--- src/error_status_flags_defs.vh ---
// Constants for the sticky error status flag bank
`ifndef ERROR_STATUS_FLAGS_DEFS_VH
`define ERROR_STATUS_FLAGS_DEFS_VH

// ----------------------------------------------------------------
// Register addresses and reset values
// ----------------------------------------------------------------
`define ADDR_ERROR_STATUS   8'h06
`define ADDR_ERROR_ENABLE   8'h07
`define RST_ERROR_STATUS    16'h0000
`define RST_ERROR_ENABLE    16'h0040
`define ZERO_WORD           16'h0000

// ----------------------------------------------------------------
// Flag bit positions
// ----------------------------------------------------------------
`define BIT_NEG_INPUT       10
`define BIT_REF_RANGE       9
`define BIT_REF_MISSING     8
`define BIT_CONVERTER       7
`define BIT_IGNORED         6
`define BIT_CLOCK_COUNT     5
`define FLAG_MASK           16'h07E0

// ----------------------------------------------------------------
// Frame clock counting
// ----------------------------------------------------------------
`define FRAME_CNT_W         3
`define FRAME_CNT_ZERO      3'h0
`define FRAME_CNT_ONE       3'h1

// ----------------------------------------------------------------
// Synchroniser layout, widths and idle levels
// ----------------------------------------------------------------
`define STATUS_W            16
`define SYNC_W              5
`define SYNC_RST            5'h1C
`define SYNC_CS_N           4
`define SYNC_SCLK           3
`define SYNC_NEG_INPUT      2
`define SYNC_REF_RANGE      1
`define SYNC_REF_MISSING    0
`define SCLK_IDLE           1'h0
`define CS_N_IDLE           1'h1

`endif
--- src/error_status_flags.v ---
// Sticky error status flags with enable register and frame clock checking
`timescale 1ns/1ps
`include "error_status_flags_defs.vh"

module error_status_flags (
    input  wire        I_MCLK,
    input  wire        I_RST_N,
    input  wire        I_SCLK,
    input  wire        I_CS_N,
    input  wire        I_NEG_INPUT_RANGE_FAULT,
    input  wire        I_REFERENCE_RANGE_FAULT,
    input  wire        I_REFERENCE_MISSING,
    input  wire        I_CLAMP_POS,
    input  wire        I_CLAMP_NEG,
    input  wire        I_CAL_RANGE_FAULT,
    input  wire        I_MOD_SATURATION,
    input  wire        I_ACCESS_IGNORED,
    input  wire        I_REG_WR,
    input  wire        I_REG_RD,
    input  wire [7:0]  I_REG_ADDR,
    input  wire [15:0] I_REG_WDATA,
    output wire [15:0] O_REG_RDATA,
    output wire        O_REG_RVALID,
    output wire [15:0] O_ERROR_FLAGS
);

    // ------------------------------------------------------------
    // Synchronisers for pins and analog comparators
    // ------------------------------------------------------------
    reg  [`SYNC_W-1:0] sync1_reg;
    reg  [`SYNC_W-1:0] sync2_reg;
    reg                sclk_d_reg;
    reg                cs_n_d_reg;
    wire               sclk_s;
    wire               cs_n_s;
    wire               neg_fault_s;
    wire               ref_fault_s;
    wire               ref_missing_s;

    always @(posedge I_MCLK) begin
        if (!I_RST_N) begin
            sync1_reg <= `SYNC_RST;
            sync2_reg <= `SYNC_RST;
        end else begin
            sync1_reg <= {I_CS_N, I_SCLK, I_NEG_INPUT_RANGE_FAULT,
                          I_REFERENCE_RANGE_FAULT, I_REFERENCE_MISSING};
            sync2_reg <= sync1_reg;
        end
    end

    assign cs_n_s        = sync2_reg[`SYNC_CS_N];
    assign sclk_s        = sync2_reg[`SYNC_SCLK];
    assign neg_fault_s   = sync2_reg[`SYNC_NEG_INPUT];
    assign ref_fault_s   = sync2_reg[`SYNC_REF_RANGE];
    assign ref_missing_s = sync2_reg[`SYNC_REF_MISSING];

    // ------------------------------------------------------------
    // Edge detection on synchronised pins
    // ------------------------------------------------------------
    wire                    frame_start;
    wire                    frame_end;
    wire                    sclk_rise;

    always @(posedge I_MCLK) begin
        if (!I_RST_N) begin
            sclk_d_reg <= `SCLK_IDLE;
            cs_n_d_reg <= `CS_N_IDLE;
        end else begin
            sclk_d_reg <= sclk_s;
            cs_n_d_reg <= cs_n_s;
        end
    end

    assign frame_start = cs_n_d_reg & ~cs_n_s;
    assign frame_end   = ~cs_n_d_reg & cs_n_s;
    assign sclk_rise   = ~sclk_d_reg & sclk_s & ~cs_n_s;

    // ------------------------------------------------------------
    // Frame clock counter
    // ------------------------------------------------------------
    reg  [`FRAME_CNT_W-1:0] frame_cnt_reg;
    reg  [`FRAME_CNT_W-1:0] frame_cnt_next;
    wire [`FRAME_CNT_W:0]   frame_cnt_sum;

    // Carry dropped on purpose, count runs modulo eight
    assign frame_cnt_sum = {1'h0, frame_cnt_reg} + {1'h0, `FRAME_CNT_ONE};

    always @* begin
        frame_cnt_next = frame_cnt_reg;
        if (frame_start) begin
            frame_cnt_next = `FRAME_CNT_ZERO;
        end else if (sclk_rise) begin
            frame_cnt_next = frame_cnt_sum[`FRAME_CNT_W-1:0];
        end
    end

    always @(posedge I_MCLK) begin
        if (!I_RST_N) begin
            frame_cnt_reg <= `FRAME_CNT_ZERO;
        end else begin
            frame_cnt_reg <= frame_cnt_next;
        end
    end

    // ------------------------------------------------------------
    // Flag set sources
    // ------------------------------------------------------------
    reg  [15:0] set_vec;

    always @* begin
        set_vec = `ZERO_WORD;
        set_vec[`BIT_NEG_INPUT]   = neg_fault_s;
        set_vec[`BIT_REF_RANGE]   = ref_fault_s;
        set_vec[`BIT_REF_MISSING] = ref_missing_s;
        set_vec[`BIT_CONVERTER]   = I_CLAMP_POS | I_CLAMP_NEG |
                                    I_CAL_RANGE_FAULT | I_MOD_SATURATION;
        set_vec[`BIT_IGNORED]     = frame_start & I_ACCESS_IGNORED;
        set_vec[`BIT_CLOCK_COUNT] = frame_end & (frame_cnt_reg != `FRAME_CNT_ZERO);
    end

    // ------------------------------------------------------------
    // Status and enable registers
    // ------------------------------------------------------------
    reg  [15:0] status_reg;
    wire [15:0] status_next;
    reg  [15:0] enable_reg;
    reg  [15:0] enable_next;
    reg  [15:0] rdata_reg;
    reg  [15:0] rdata_next;
    reg         rvalid_reg;
    wire [15:0] flag_mask;
    wire        wr_status;
    wire        wr_enable;

    assign flag_mask = `FLAG_MASK;

    // ------------------------------------------------------------
    // Write decode
    // ------------------------------------------------------------
    assign wr_status = I_REG_WR & (I_REG_ADDR == `ADDR_ERROR_STATUS);
    assign wr_enable = I_REG_WR & (I_REG_ADDR == `ADDR_ERROR_ENABLE);

    always @* begin
        enable_next = enable_reg;
        if (wr_enable) begin
            enable_next = I_REG_WDATA & `FLAG_MASK;
        end
    end

    // ------------------------------------------------------------
    // Sticky flag bits
    // ------------------------------------------------------------
    genvar gi;
    generate
        for (gi = 0; gi < `STATUS_W; gi = gi + 1) begin : g_flag
            wire set_bit;
            wire clear_bit;
            assign set_bit   = set_vec[gi] & enable_reg[gi] & flag_mask[gi];
            assign clear_bit = wr_status & I_REG_WDATA[gi];
            assign status_next[gi] = flag_mask[gi] & (set_bit | (status_reg[gi] & ~clear_bit));
        end
    endgenerate

    // ------------------------------------------------------------
    // Read data path
    // ------------------------------------------------------------
    always @* begin
        rdata_next = rdata_reg;
        if (I_REG_RD) begin
            case (I_REG_ADDR)
                `ADDR_ERROR_STATUS: begin
                    rdata_next = status_reg;
                end
                `ADDR_ERROR_ENABLE: begin
                    rdata_next = enable_reg;
                end
                default: begin
                    rdata_next = `ZERO_WORD;
                end
            endcase
        end
    end

    // ------------------------------------------------------------
    // Register update
    // ------------------------------------------------------------
    always @(posedge I_MCLK) begin
        if (!I_RST_N) begin
            status_reg <= `RST_ERROR_STATUS;
            enable_reg <= `RST_ERROR_ENABLE;
            rdata_reg  <= `ZERO_WORD;
            rvalid_reg <= 1'b0;
        end else begin
            status_reg <= status_next;
            enable_reg <= enable_next;
            rdata_reg  <= rdata_next;
            rvalid_reg <= I_REG_RD;
        end
    end

    // ------------------------------------------------------------
    // Outputs
    // ------------------------------------------------------------
    assign O_REG_RDATA   = rdata_reg;
    assign O_REG_RVALID  = rvalid_reg;
    assign O_ERROR_FLAGS = status_reg;

endmodule

--- config.mk ---
export PLATFORM = sky130hd
export DESIGN_NAME = error_status_flags
export DESIGN_NICKNAME = d
export VERILOG_FILES = /design/src/error_status_flags.v
export VERILOG_INCLUDE_DIRS = /design/src /design/src/src
export SDC_FILE = /design/constraint.sdc
export NUM_CORES = 1
export LEC_CHECK = 0
export BUFFER_PORTS_ARGS = -buffer_cell sky130_fd_sc_hd__buf_2
export CAP_MARGIN = 20
export CORE_ASPECT_RATIO = 0.5
export CORE_MARGIN = 1.5
export CORE_UTILIZATION = 35
export DETAILED_ROUTE_END_ITERATION = 8
export GPL_ROUTABILITY_DRIVEN = 0
export MAX_ROUTING_LAYER = met4
export PLACE_DENSITY = 0.68
export RECOVER_POWER = 50
export SYNTH_ARGS = -nofsm -noshare
export SYNTH_HDL_FRONTEND = slang
export SYNTH_SLANG_ARGS = --single-unit
--- constraint.sdc ---
create_clock -name I_MCLK -period 2 [get_ports I_MCLK]
set_input_delay 0.5 -clock I_MCLK [delete_from_list [all_inputs] [get_ports I_MCLK]]
set_output_delay 0.5 -clock I_MCLK [all_outputs]
set_load 0.01 [all_outputs]
Yosys cells after proc, flatten, opt, wreduce, memory -nomap -nowiden
Index checks and enable logic that the tools add are counted.
Widths: inputs -> output; s select.
- input bits: 38
- flip-flop bits (word level): 54
- output and inout bits: 33
- word-level logic and storage cells: 61
- bitwise operators: 45
- equality and inequality tests: 2
- reductions and logical operators: 2
- add/subtract/negate cells: 1
- muxes and demuxes: 1
- operator list (cell ; number):
    $pmux 16 s2 ; 1
    $and 1x1->1 ; 26
    $eq 8x3->1 const B ; 2
    $not 1->1 ; 10
    $or 1x1->1 ; 9
    $add 3x1->3 const B ; 1
    $reduce_bool 3->1 ; 1
    $reduce_or 2->1 ; 1

Depth between registers and ports, before layout
Gate-level depths: netlist (run 1).
- depth in word-level cells: 6
- gate-level depth with buffers: 5
- mapped depth without buffers: 5

Worst setup path before layout (run 1)
Ideal clock, no wire load.
- kind: input port to flip-flop
- from: input I_REG_ADDR[4]
- to: register status_reg[10], in the netlist O_ERROR_FLAGS[10]
- path buffers: 1
- path slack: 379 ps
- stages: 4
- setup time: 133 ps
- required time: 1867 ps
- arrival: 1488 ps
- cells stage by stage: or4b_1 buf_6 nor3_4 a311oi_1
- longest elaborated chain between the ends: 6
- RTL lines (element ; line ; RTL):
    from (decl) ; error_status_flags.v:20 ; input wire [7:0] I_REG_ADDR,
    $eq 8x3->1 ; n/a ;
    $and 1x1->1 ; error_status_flags.v:140 ; assign wr_status = I_REG_WR & (I_REG_ADDR == `ADDR_ERROR_STATUS);
    $and 1x1->1 ; error_status_flags.v:159 ; assign clear_bit = wr_status & I_REG_WDATA[gi];
    $not 1->1 ; error_status_flags.v:160 ; assign status_next[gi] = flag_mask[gi] & (set_bit | (status_reg[gi] & ~clear_bit));
    $and 1x1->1 ; error_status_flags.v:160 ;
    $or 1x1->1 ; error_status_flags.v:160 ;
    to (signal assigned) ; error_status_flags.v:189 ; status_reg <= `RST_ERROR_STATUS;
    to (signal assigned) ; error_status_flags.v:194 ; status_reg <= status_next;
    to (decl) ; error_status_flags.v:124 ; reg [15:0] status_reg;
Every way passes these cells.
A chain may end at the register's enable or synchronous reset.

Worst setup path in the final report (run 1)
Same ends and word-level chain as after synthesis.

==> flow_summary.json, run 1 <==
{
  "antenna_found_initial": 0,
  "die_w_um": 97.3,
  "post_cts_hold_buffer_count": 0,
  "synth.distinct_cells": 37,
  "timing.max_cap.violations": 0,
  "diodes": 0,
  "netlist_instances": 163,
  "place_hpwl_um": 2270,
  "dpl_cell_area_sq_mm": 0.00175,
  "detailed_route_wl_um": 3130,
  "finalCriticalPeriod_ns": 1.66,
  "synth_fa_ha_area_share_pct": 1.61,
  "reg2reg_from": "frame_cnt_reg[0]",
  "powerDensity_mw_per_mm2": 730,
  "worst_r2r_endpoint": "frame_cnt_reg[2]",
  "final_max_slew_viol_count": 0,
  "number_of_clock_buffers_inserted_by_tritoncts": 5,
  "grt_start_max_net_pins": 17,
  "yosysSeqAreaShare_pct": 43.7,
  "vdd_ir_drop_max_v": 0.000279,
  "vias_in_the_first_global_route": 1176,
  "final_design_area_no_fill_sq_mm": 0.00182,
  "port_buffers": 40,
  "std_cell_rows": 16,
  "worstSetupPathType": "in2reg",
  "syn2layout_area_growth_pct": 16.9,
  "detailedRoute.firstPassIterationCount": 4,
  "wire_length_of_the_first_global_routing_pass_um": 5220,
  "detail_route.drc_violations": 0,
  "synth_seq_cells": 34,
  "worst_setup_path_start_kind": "input port",
  "cts-htree-levels": 2,
  "drtIter0Drc": 56,
  "clock_sinks": 34,
  "root_driver": "sky130_fd_sc_hd__clkbuf_8",
  "leakage_nw": 0.763,
  "p_seq_share_pct": 52.5,
  "achievable-frequency_mhz": 603,
  "finish.net_count": 246,
  "timing.hold.worst_endpoint": "sync1_reg[4]",
  "worst_setup_path_end_kind": "register",
  "rsz0062_at_grt": "no",
  "min_period_over_period_pct": 82.9,
  "cts_tree": "yes",
  "synth-xor-area-share_pct": 1.12,
  "worst_clock_skew_ns": 0.0100,
  "timing.critical_path.cells": "buf_2 > or4b_1 > nor3_4 > a311oi_1",
  "clkLatencyLatePin_ns": 0.29,
  "final-hold-violation-count": 0,
  "floorplan.die.height_um": 50.2,
  "drt-wirelength-per-cell_um": 12.0,
  "cts.reportedPaths.clkPinSlew_ns": 0.06,
  "required_ns": 2.15,
  "via_per_inst": 4.70,
  "drtAntennaViolNets": 0,
  "holdPathStages": 2,
  "power.switching_fraction_pct": 23.9,
  "synth_top_family_by_area": "simple AND/OR/NAND/NOR gates",
  "power_frac_clock_pct": 39.5,
  "cts_setup_buffers": 0,
  "fp.dieArea_sq_mm": 0.00488,
  "cp.arrival_ns": 1.81,
  "core_area_sq_mm": 0.00408,
  "netSwitchingPower_mw": 0.318,
  "start_util_pct": 38.1,
  "crit_path_top_delay_cell": "sky130_fd_sc_hd__or4b_1",
  "critical-path-max-stage-delay_ns": 0.71,
  "cts-root-to-sink-buffers": 2,
  "path_max_fanout": 8,
  "globalRouteTotalUtil_pct": 14.2,
  "synth.top_cells.by_area": "sky130_fd_sc_hd__dfxtp_1 (44%), sky130_fd_sc_hd__buf_4 (9.6%), sky130_fd_sc_hd__a21oi_1 (5.5%)",
  "avgSynthCellArea_sq_um": 9.56,
  "pwr-share-comb_pct": 8.1,
  "yosys.area_share.simple_pct": 22.2,
  "rr_worst_depth": 4,
  "result_of_the_run": "finished clean",
  "synth-compound-area-share_pct": 13.0,
  "r2r_setup_slack_ns": 0.77,
  "worstHoldStart": "I_CS_N",
  "cts_resized": 0,
  "vias": 1227,
  "synth_top_cell_area_share_pct": 43.7,
  "intPower_mw": 1.01,
  "synth_mux_area_share_pct": 4.98,
  "synth.yosys.warnings": 0,
  "grt-ovfl-total": 0,
  "min-delay-path-class": "in2reg",
  "max_slew.worst_pin.slew_ns": 0.612,
  "setup_viol": 0,
  "num_io_pins": 71,
  "fraction_of_final_layout_cells_sized_beyond_drive_strength_1_pct": 26.6,
  "timing.slew.headroom_pct": 59.2,
  "setup_total_neg_slack_ns": 0,
  "netlist_area_sq_mm": 0.00156,
  "netlist.top_cell.by_area": "sky130_fd_sc_hd__dfxtp_1"
}
## how the worst max path moves through the flow
stage | start | to | slack (ns)
after floorplan | I_REG_ADDR[4] | O_ERROR_FLAGS[10] | 0.38
after global placement | I_REG_ADDR[4] | O_ERROR_FLAGS[10] | 0.03
after detailed placement | I_REG_ADDR[4] | O_ERROR_FLAGS[10] | 0.03
after CTS | I_REG_ADDR[4] | O_ERROR_FLAGS[10] | 0.33
after global routing | I_REG_ADDR[4] | O_ERROR_FLAGS[10] | 0.28
final | I_REG_ADDR[4] | O_ERROR_FLAGS[10] | 0.34
## critical path, delay by kind of cell
kind | cells | cell delay [ns]
and+or+nand+nor | 2 | 1.06
AOI/OAI and AO/OA | 1 | 0.14
buffers and inverters | 1 | 0.10
## area by class of cell
type,count,area (sq um)
Fill cell,388,2260
Multi-Input combinational cell,116,743
Sequential cell,34,681
Timing Repair Buffer,44,219
Clock buffer,7,86.3
Tap cell,54,67.6
Inverter,5,18.8
Clock inverter,1,5.00
## cell usage in the layout (no fill, tap or decap), drive strengths merged, types with 2 or more instances in the layout
| master | instances |
|---|---|
| a21oi | 17 |
| a311oi | 3 |
| buf | 39 |
| inv | 5 |
| nor4bb | 2 |
| ha | 2 |
| nor3b | 2 |
| and2 | 7 |
| nand2b | 13 |
| nand4 | 5 |
| o31ai | 6 |
| nand2 | 4 |
| conb | 20 |
| nor2 | 3 |
| xnor2 | 2 |
| mux2 | 6 |
| o21ai | 4 |
| dfxtp | 34 |
| nor2b | 2 |
| nand3 | 6 |
| clkbuf | 12 |
## power by group through the flow
stage	clock network (mW)	registers (mW)	logic (mW)
6_report	0.524	0.697	0.107
2_1_floorplan	0	0.712	0.0913
4_1_cts	0.539	0.697	0.110
5_1_grt	0.567	0.698	0.119
3_3_place_gp	0	0.712	0.108
3_5_place_dp	0	0.712	0.110
## cells by family (layout without fill, tap and decap cells)
group           after synthesis  after routing
xor+xnor                      2              2
simple gates                 52             52
buf+inv                      32             57
mux                           7              7
compound gates               33             33
flops                        34             34
fa+ha+maj                     2              2
other cells                   1             20
## synth_stat cells (all sizes together)
master	number
nor3b	2
o41a	1
nand4	5
xnor2	2
or3b	1
o2111ai	1
inv	5
nor4	1
ha	2
nor3	1
nand3b	1
conb	1
nor4b	1
a21oi	17
or4b	1
dfxtp	34
and2	7
mux2i	1
a311oi	3
nor4bb	2
mux2	6
buf	23
nand3	6
and4b	1
o21ai	4
nand2b	13
nand2	4
a31oi	1
nor2b	2
clkbuf	4
o31ai	6
or4bb	1
nor2	3
## per-layer routing
metal | wire (um) | vias up | GRT usage, %
met5 | 0 | - | -
met4 | 69 | 0 | 8.81
met3 | 222 | 10 | 4.60
met2 | 1440 | 55 | 23.5
met1 | 1400 | 544 | 15.3
li1 | - | 618 | -
## through the flow
stage / setup slack [ns] / util [%] / hold WS [ns] / std cells / total power, mW
finish: 0.341 / 44.6 / 0.387 / 261 / 1.33
global route: 0.284 / 44.6 / 0.384 / 261 / 1.38
CTS: 0.326 / 45.0 / 0.378 / 261 / 1.35
detailed placement: 0.0347 / 42.8 / 0.399 / 253 / 0.822
global placement: 0.0342 / 42.8 / 0.389 / 253 / 0.820
floorplan: 0.379 / - / 0.386 / 182 / 0.803
Note: power is estimated with default switching activity, not from simulation.
==> inputs of run 2 (changes only) <==
--- a/config.mk
+++ b/config.mk
@@ -14,7 +14,7 @@
 export DETAILED_ROUTE_END_ITERATION = 8
 export GPL_ROUTABILITY_DRIVEN = 0
 export MAX_ROUTING_LAYER = met4
-export PLACE_DENSITY = 0.68
+export PLACE_DENSITY = 0.7
 export RECOVER_POWER = 50
 export SYNTH_ARGS = -nofsm -noshare
 export SYNTH_HDL_FRONTEND = slang
==> constraint.sdc (replaced) <==
create_clock -name I_MCLK -period 1.5 [get_ports I_MCLK]
set_input_delay 0.375 -clock I_MCLK [delete_from_list [all_inputs] [get_ports I_MCLK]]
set_output_delay 0.375 -clock I_MCLK [all_outputs]
set_load 0.01 [all_outputs]
==> run 2 against run 1 <==
Wire length rose by 3.0%. Critical path depth increased by 1. Via count is 5.6% higher. Largest cell class unchanged. Global-route usage increased by 0.077 points. Hold slack lost 0.12 ns. Count of clock-buffer cells in the layout decreased by 1. Clock power rose by 35%. Largest power group unchanged. Sequential cell count did not move. Worst setup slack lost 0.26 ns.
==> flow_summary.json, run 2 (same netlist as run 1, synthesis figures left out) <==
{
  "worst_clock_skew_ns": 0.00800,
  "worst_setup_path_start_kind": "input port",
  "final-hold-violation-count": 0,
  "die_w_um": 97.3,
  "std_cell_rows": 16,
  "vias": 1296,
  "detailed_route_wl_um": 3230,
  "port_buffers": 40,
  "diodes": 0,
  "num_io_pins": 71,
  "cts-root-to-sink-buffers": 2,
  "layout.cells.most_common": "sky130_fd_sc_hd__dfxtp_1",
  "drtIter0Drc": 79,
  "via_per_inst": 4.82,
  "powerDensity_mw_per_mm2": 951,
  "min_period_over_period_pct": 94.3,
  "clkLatencyLatePin_ns": 0.29,
  "power_frac_clock_pct": 39.3,
  "dpl.cell_count": 261,
  "worst_setup_path_end_kind": "register",
  "vdd_ir_drop_max_v": 0.000393,
  "cts-htree-levels": 2,
  "number_of_clock_buffers_inserted_by_tritoncts": 5,
  "final_max_slew_viol_count": 0,
  "result_of_the_run": "finished clean",
  "netSwitchingPower_mw": 0.435,
  "grt-ovfl-total": 0,
  "cts_tree": "yes",
  "hold_ws_ns": 0.267,
  "path_max_fanout": 8,
  "grt_start_max_net_pins": 16,
  "timing.max_cap.violations": 0,
  "root_driver": "sky130_fd_sc_hd__clkbuf_8",
  "globalRouteTotalUtil_pct": 14.3,
  "setup_viol": 0,
  "place_worst_setup_slack_ns": -0.236,
  "min-delay-path-class": "in2reg",
  "timing.final.ws_setup_ns": 0.0857,
  "drtAntennaViolNets": 0,
  "drt-wirelength-per-cell_um": 12.0,
  "pwr-share-comb_pct": 8.8,
  "required_ns": 1.65,
  "finalCriticalPeriod_ns": 1.41,
  "timing.critical_path.cells": "buf_2 > or4b_1 > buf_4 > o31ai_2 > a21oi_1",
  "leakage_nw": 0.782,
  "place_hpwl_um": 2340,
  "antenna_found_initial": 0,
  "fraction_of_final_layout_cells_sized_beyond_drive_strength_1_pct": 28.4,
  "final_cell_mix": "sky130_fd_sc_hd__dfxtp_1 (34), sky130_fd_sc_hd__buf_2 (32), sky130_fd_sc_hd__conb_1 (20)",
  "cts.reportedPaths.clkPinSlew_ns": 0.07,
  "vias_in_the_first_global_route": 1185,
  "power.switching_fraction_pct": 24.3,
  "detailedRoute.firstPassIterationCount": 5,
  "clock_sinks": 34,
  "start_util_pct": 38.1,
  "crit_path_top_delay_cell": "sky130_fd_sc_hd__or4b_1",
  "achievable-frequency_mhz": 707,
  "worstSetupPathType": "in2reg",
  "rsz0062_at_grt": "no",
  "r2r_setup_slack_ns": 0.29,
  "floorplan.die.height_um": 50.2,
  "cp.arrival_ns": 1.57,
  "detail_route.drc_violations": 0,
  "p_seq_share_pct": 51.8,
  "core_area_sq_mm": 0.00408,
  "final_instance_count_without_filler_cells": 269,
  "intPower_mw": 1.36,
  "critical-path-max-stage-delay_ns": 0.51,
  "setup_total_neg_slack_ns": 0,
  "finish.net_count": 254,
  "post_cts_hold_buffer_count": 0,
  "wire_length_of_the_first_global_routing_pass_um": 5240,
  "syn2layout_area_growth_pct": 21.0,
  "fp.dieArea_sq_mm": 0.00488
}
run 2: changes by cell type in the layout (fill, tap and decap cells not counted), sizes merged:
cell	delta
clkinvlp	+1
buf	+2
clkbuf	+5
run 2: power by group through the flow:
| stage | Combinational [mW] | Sequential, mW | Clock [mW] |
|---|---|---|---|
| 2_1_floorplan | 0.122 | 0.949 | 0 |
| 3_3_place_gp | 0.158 | 0.949 | 0 |
| 3_5_place_dp | 0.161 | 0.950 | 0 |
| 4_1_cts | 0.162 | 0.929 | 0.719 |
| 5_1_grt | 0.175 | 0.932 | 0.757 |
| 6_report | 0.158 | 0.929 | 0.705 |
run 2: critical path: cells and delay by family:
family / cells / cell delay, ns
compound gates: 2 / 0.39
buf+inv: 2 / 0.29
simple gates: 1 / 0.51
run 2: final cells by class:
type	instances	area [sq um]
clock buffers	6	82.6
clock inverters	2	12.5
fillers	400	2200
inverters	5	18.8
multi-input cells	116	748
flip-flops and latches	34	681
well taps	54	67.6
repair buffers	52	274
run 2: through the flow:
step | util (%) | total power [mW] | cell area [sq um]
floorplan | - | 1.07 | 1630
detailed placement | 44.2 | 1.11 | 1810
CTS | 46.6 | 1.81 | 1900
finish | 46.1 | 1.79 | 1880
global placement | 44.2 | 1.11 | 1810
global route | 46.1 | 1.86 | 1880
run 2: routing by layer:
layer | routed length [um] | GRT usage [%] | up-vias
li1 | - | - | 635
met1 | 1460 | 15.8 | 594
met2 | 1520 | 23.7 | 62
met3 | 208 | 4.46 | 5
met4 | 42 | 7.86 | 0
met5 | 0 | - | -
run 2: timing repair:
item	in CTS	in global routing
setup endpoints to repair	0	3
gates resized for setup	0	1
setup buffers	0	0
run 2: worst paths after layout:
path / cells past startpoint / from / to
worst min-delay path: 2 / I_SCLK / sync1_reg[3]
worst max-delay path: 5 / I_REG_ADDR[4] / enable_reg[10]
worst min register to register: 1 / sync1_reg[3] / sync2_reg[3]
worst max register to register: 4 / frame_cnt_reg[0] / frame_cnt_reg[2]
==> inputs of run 3 (changes only) <==
--- a/config.mk
+++ b/config.mk
@@ -11,6 +11,7 @@
 export CORE_ASPECT_RATIO = 0.5
 export CORE_MARGIN = 1.5
 export CORE_UTILIZATION = 35
+export CTS_CLUSTER_DIAMETER = 60
 export DETAILED_ROUTE_END_ITERATION = 8
 export GPL_ROUTABILITY_DRIVEN = 0
 export MAX_ROUTING_LAYER = met4
==> constraint.sdc (replaced) <==
create_clock -name I_MCLK -period 1.5 [get_ports I_MCLK]
set_input_delay 0.15 -clock I_MCLK [delete_from_list [all_inputs] [get_ports I_MCLK]]
set_output_delay 0.15 -clock I_MCLK [all_outputs]
set_load 0.01 [all_outputs]
==> run 3 against run 2 <==
Critical path depth unchanged. Total power increased by 16%. Critical endpoint is now O_ERROR_FLAGS[10]. Count of clock-buffer cells in the layout decreased by 1. Combinational power decreased by 6%. Global-route usage decreased by 0.95 points. Largest power group is now clock. Sequential cell count unchanged. First-iteration DRC count decreased by 10%. Clock skew increased by 0.0042 ns. Via count decreased by 4.1%. Fmax increased by 14%.
==> flow_summary.json, run 3 (same netlist as run 1, synthesis figures left out) <==
{
  "start_util_pct": 38.1,
  "std_cell_rows": 16,
  "holdPathStages": 2,
  "worst_clock_skew_ns": 0.0122,
  "final_max_slew_viol_count": 0,
  "crit_path_top_delay_cell": "sky130_fd_sc_hd__or4b_1",
  "root_driver": "sky130_fd_sc_hd__clkbuf_8",
  "grt_start_max_net_pins": 16,
  "pwr-share-comb_pct": 7.1,
  "cts_setup_buffers": 0,
  "critical-path-max-stage-delay_ns": 0.52,
  "timing.max_cap.violations": 0,
  "area.sequential_sq_um": 681,
  "num_io_pins": 71,
  "grt-ovfl-total": 0,
  "setup_viol": 0,
  "cts-root-to-sink-buffers": 2,
  "rsz0062_at_grt": "no",
  "fillerInstances": 399,
  "timing.hold.worst_endpoint": "sync1_reg[4]",
  "cts_tree": "yes",
  "diodes": 0,
  "cp.arrival_ns": 1.39,
  "clock_sinks": 34,
  "via_per_inst": 4.73,
  "core_area_sq_mm": 0.00408,
  "achievable-frequency_mhz": 804,
  "detail_route.drc_violations": 0,
  "setup_total_neg_slack_ns": 0,
  "layout.cells.most_common": "sky130_fd_sc_hd__dfxtp_1",
  "reg2reg_from": "frame_cnt_reg[0]",
  "wire_length_of_the_first_global_routing_pass_um": 5000,
  "finalCriticalPeriod_ns": 1.24,
  "max_slew.worst_pin.slew_ns": 0.559,
  "drt-wirelength-per-cell_um": 11.7,
  "multi_input_combinational_cell_area_sq_um": 749,
  "floorplan.die.height_um": 50.2,
  "globalRouteTotalUtil_pct": 13.4,
  "path_max_fanout": 8,
  "min_period_over_period_pct": 82.9,
  "die_w_um": 97.3,
  "required_ns": 1.64,
  "power.switching_fraction_pct": 21.0,
  "cts-htree-levels": 2,
  "timing.critical_path.cells": "buf_2 > or4b_1 > buf_4 > nor3_4 > a311oi_1",
  "finish.net_count": 248,
  "min-delay-path-class": "in2reg",
  "antenna_found_initial": 0,
  "worst_r2r_endpoint": "frame_cnt_reg[2]",
  "r2r_setup_slack_ns": 0.31,
  "final-hold-violation-count": 0,
  "intPower_mw": 1.65,
  "critical_path.n_buffers_inverters": 2,
  "p_seq_share_pct": 44.6,
  "clkLatencyLatePin_ns": 0.29,
  "worst_setup_path_start_kind": "input port",
  "fp.dieArea_sq_mm": 0.00488,
  "vias_in_the_first_global_route": 1126,
  "vdd_ir_drop_max_v": 0.000618,
  "fraction_of_final_layout_cells_sized_beyond_drive_strength_1_pct": 26.3,
  "leakage_nw": 0.776,
  "detailedRoute.firstPassIterationCount": 4,
  "power_frac_clock_pct": 48.3,
  "drtAntennaViolNets": 0,
  "worstSetupPathType": "in2reg",
  "cts_resized": 0,
  "powerDensity_mw_per_mm2": 1110,
  "final_design_area_no_fill_sq_mm": 0.00189,
  "syn2layout_area_growth_pct": 21.0,
  "drtIter0Drc": 71,
  "rr_worst_depth": 4,
  "place_hpwl_um": 2260,
  "worstHoldStart": "I_CS_N",
  "post_cts_hold_buffer_count": 0,
  "port_buffers": 40,
  "vias": 1243,
  "detailed_route_wl_um": 3090,
  "result_of_the_run": "finished clean",
  "netSwitchingPower_mw": 0.438,
  "critPathTopFamily": "simple AND/OR/NAND/NOR gates",
  "final_cell_mix": "sky130_fd_sc_hd__dfxtp_1 (34), sky130_fd_sc_hd__buf_2 (32), sky130_fd_sc_hd__conb_1 (20)",
  "number_of_clock_buffers_inserted_by_tritoncts": 5,
  "worst_setup_path_end_kind": "register",
  "timing.slew.headroom_pct": 62.7,
  "dpl_cell_area_sq_mm": 0.00176,
  "cts.reportedPaths.clkPinSlew_ns": 0.07
}
run 3: changes by cell type in the layout (fill, tap and decap cells not counted), sizes merged:
cell	delta
clkbuf	-3
buf	-4
bufinv	+2
clkinvlp	-1
run 3: cell type report:
type | count | area share [%]
Clock inverter | 3 | 3.65
Clock buffer | 5 | 3.65
Multi-Input combinational cell | 116 | 39.7
Tap cell | 54 | 3.58
Timing Repair Buffer | 46 | 12.3
Inverter | 5 | 0.995
Sequential cell | 34 | 36.1
run 3: worst reg2reg max path, stage by stage (launching register included):
cell	delay (ns)
sky130_fd_sc_hd__dfxtp_1	0.37
sky130_fd_sc_hd__ha_1	0.15
sky130_fd_sc_hd__nor4bb_1	0.34
sky130_fd_sc_hd__xnor2_1	0.16
sky130_fd_sc_hd__nor2_1	0.05
run 3: per-stage QoR:
step                cells  hold slack (ns)  power (mW)  utilization [%]  setup slack [ns]
global route          263           0.0361        2.17             46.2             0.211
floorplan             182            0.223        1.07                -             0.229
detailed placement    255            0.334        1.10             43.1           -0.0432
global placement      255            0.331        1.10             43.1           -0.0170
CTS                   263           0.0381        2.10             46.5             0.252
finish                263           0.0458        2.08             46.2             0.256
run 3: routing by layer:
layer  share of wire (%)  vias up  track usage [%]  routed length (um)
met2                  48       45             21.4                1470
met4                   0        0             4.76                   0
met3                 5.9        0             5.01                 182
li1                    -      624                -                   -
met5                   0        -                -                   0
met1                  46      574             15.6                1430
run 3: worst max-delay path by stage:
stage | depth (start not counted) | to | slack, ns | from
3_3_place_gp | 5 | O_ERROR_FLAGS[10] | -0.02 | I_REG_ADDR[4]
2_1_floorplan | 4 | O_ERROR_FLAGS[10] | 0.23 | I_REG_ADDR[4]
4_1_cts | 5 | O_ERROR_FLAGS[10] | 0.25 | I_REG_ADDR[4]
6_report | 5 | O_ERROR_FLAGS[10] | 0.26 | I_REG_ADDR[4]
3_5_place_dp | 5 | O_ERROR_FLAGS[10] | -0.04 | I_REG_ADDR[4]
5_1_grt | 5 | O_ERROR_FLAGS[10] | 0.21 | I_REG_ADDR[4]
run 3: power groups by stage:
stage	logic (mW)	registers, mW	clock network [mW]
after CTS	0.149	0.928	1.03
after detailed placement	0.149	0.949	0
after floorplan	0.122	0.949	0
final	0.148	0.929	1.01
after global placement	0.147	0.949	0
after global routing	0.163	0.931	1.08
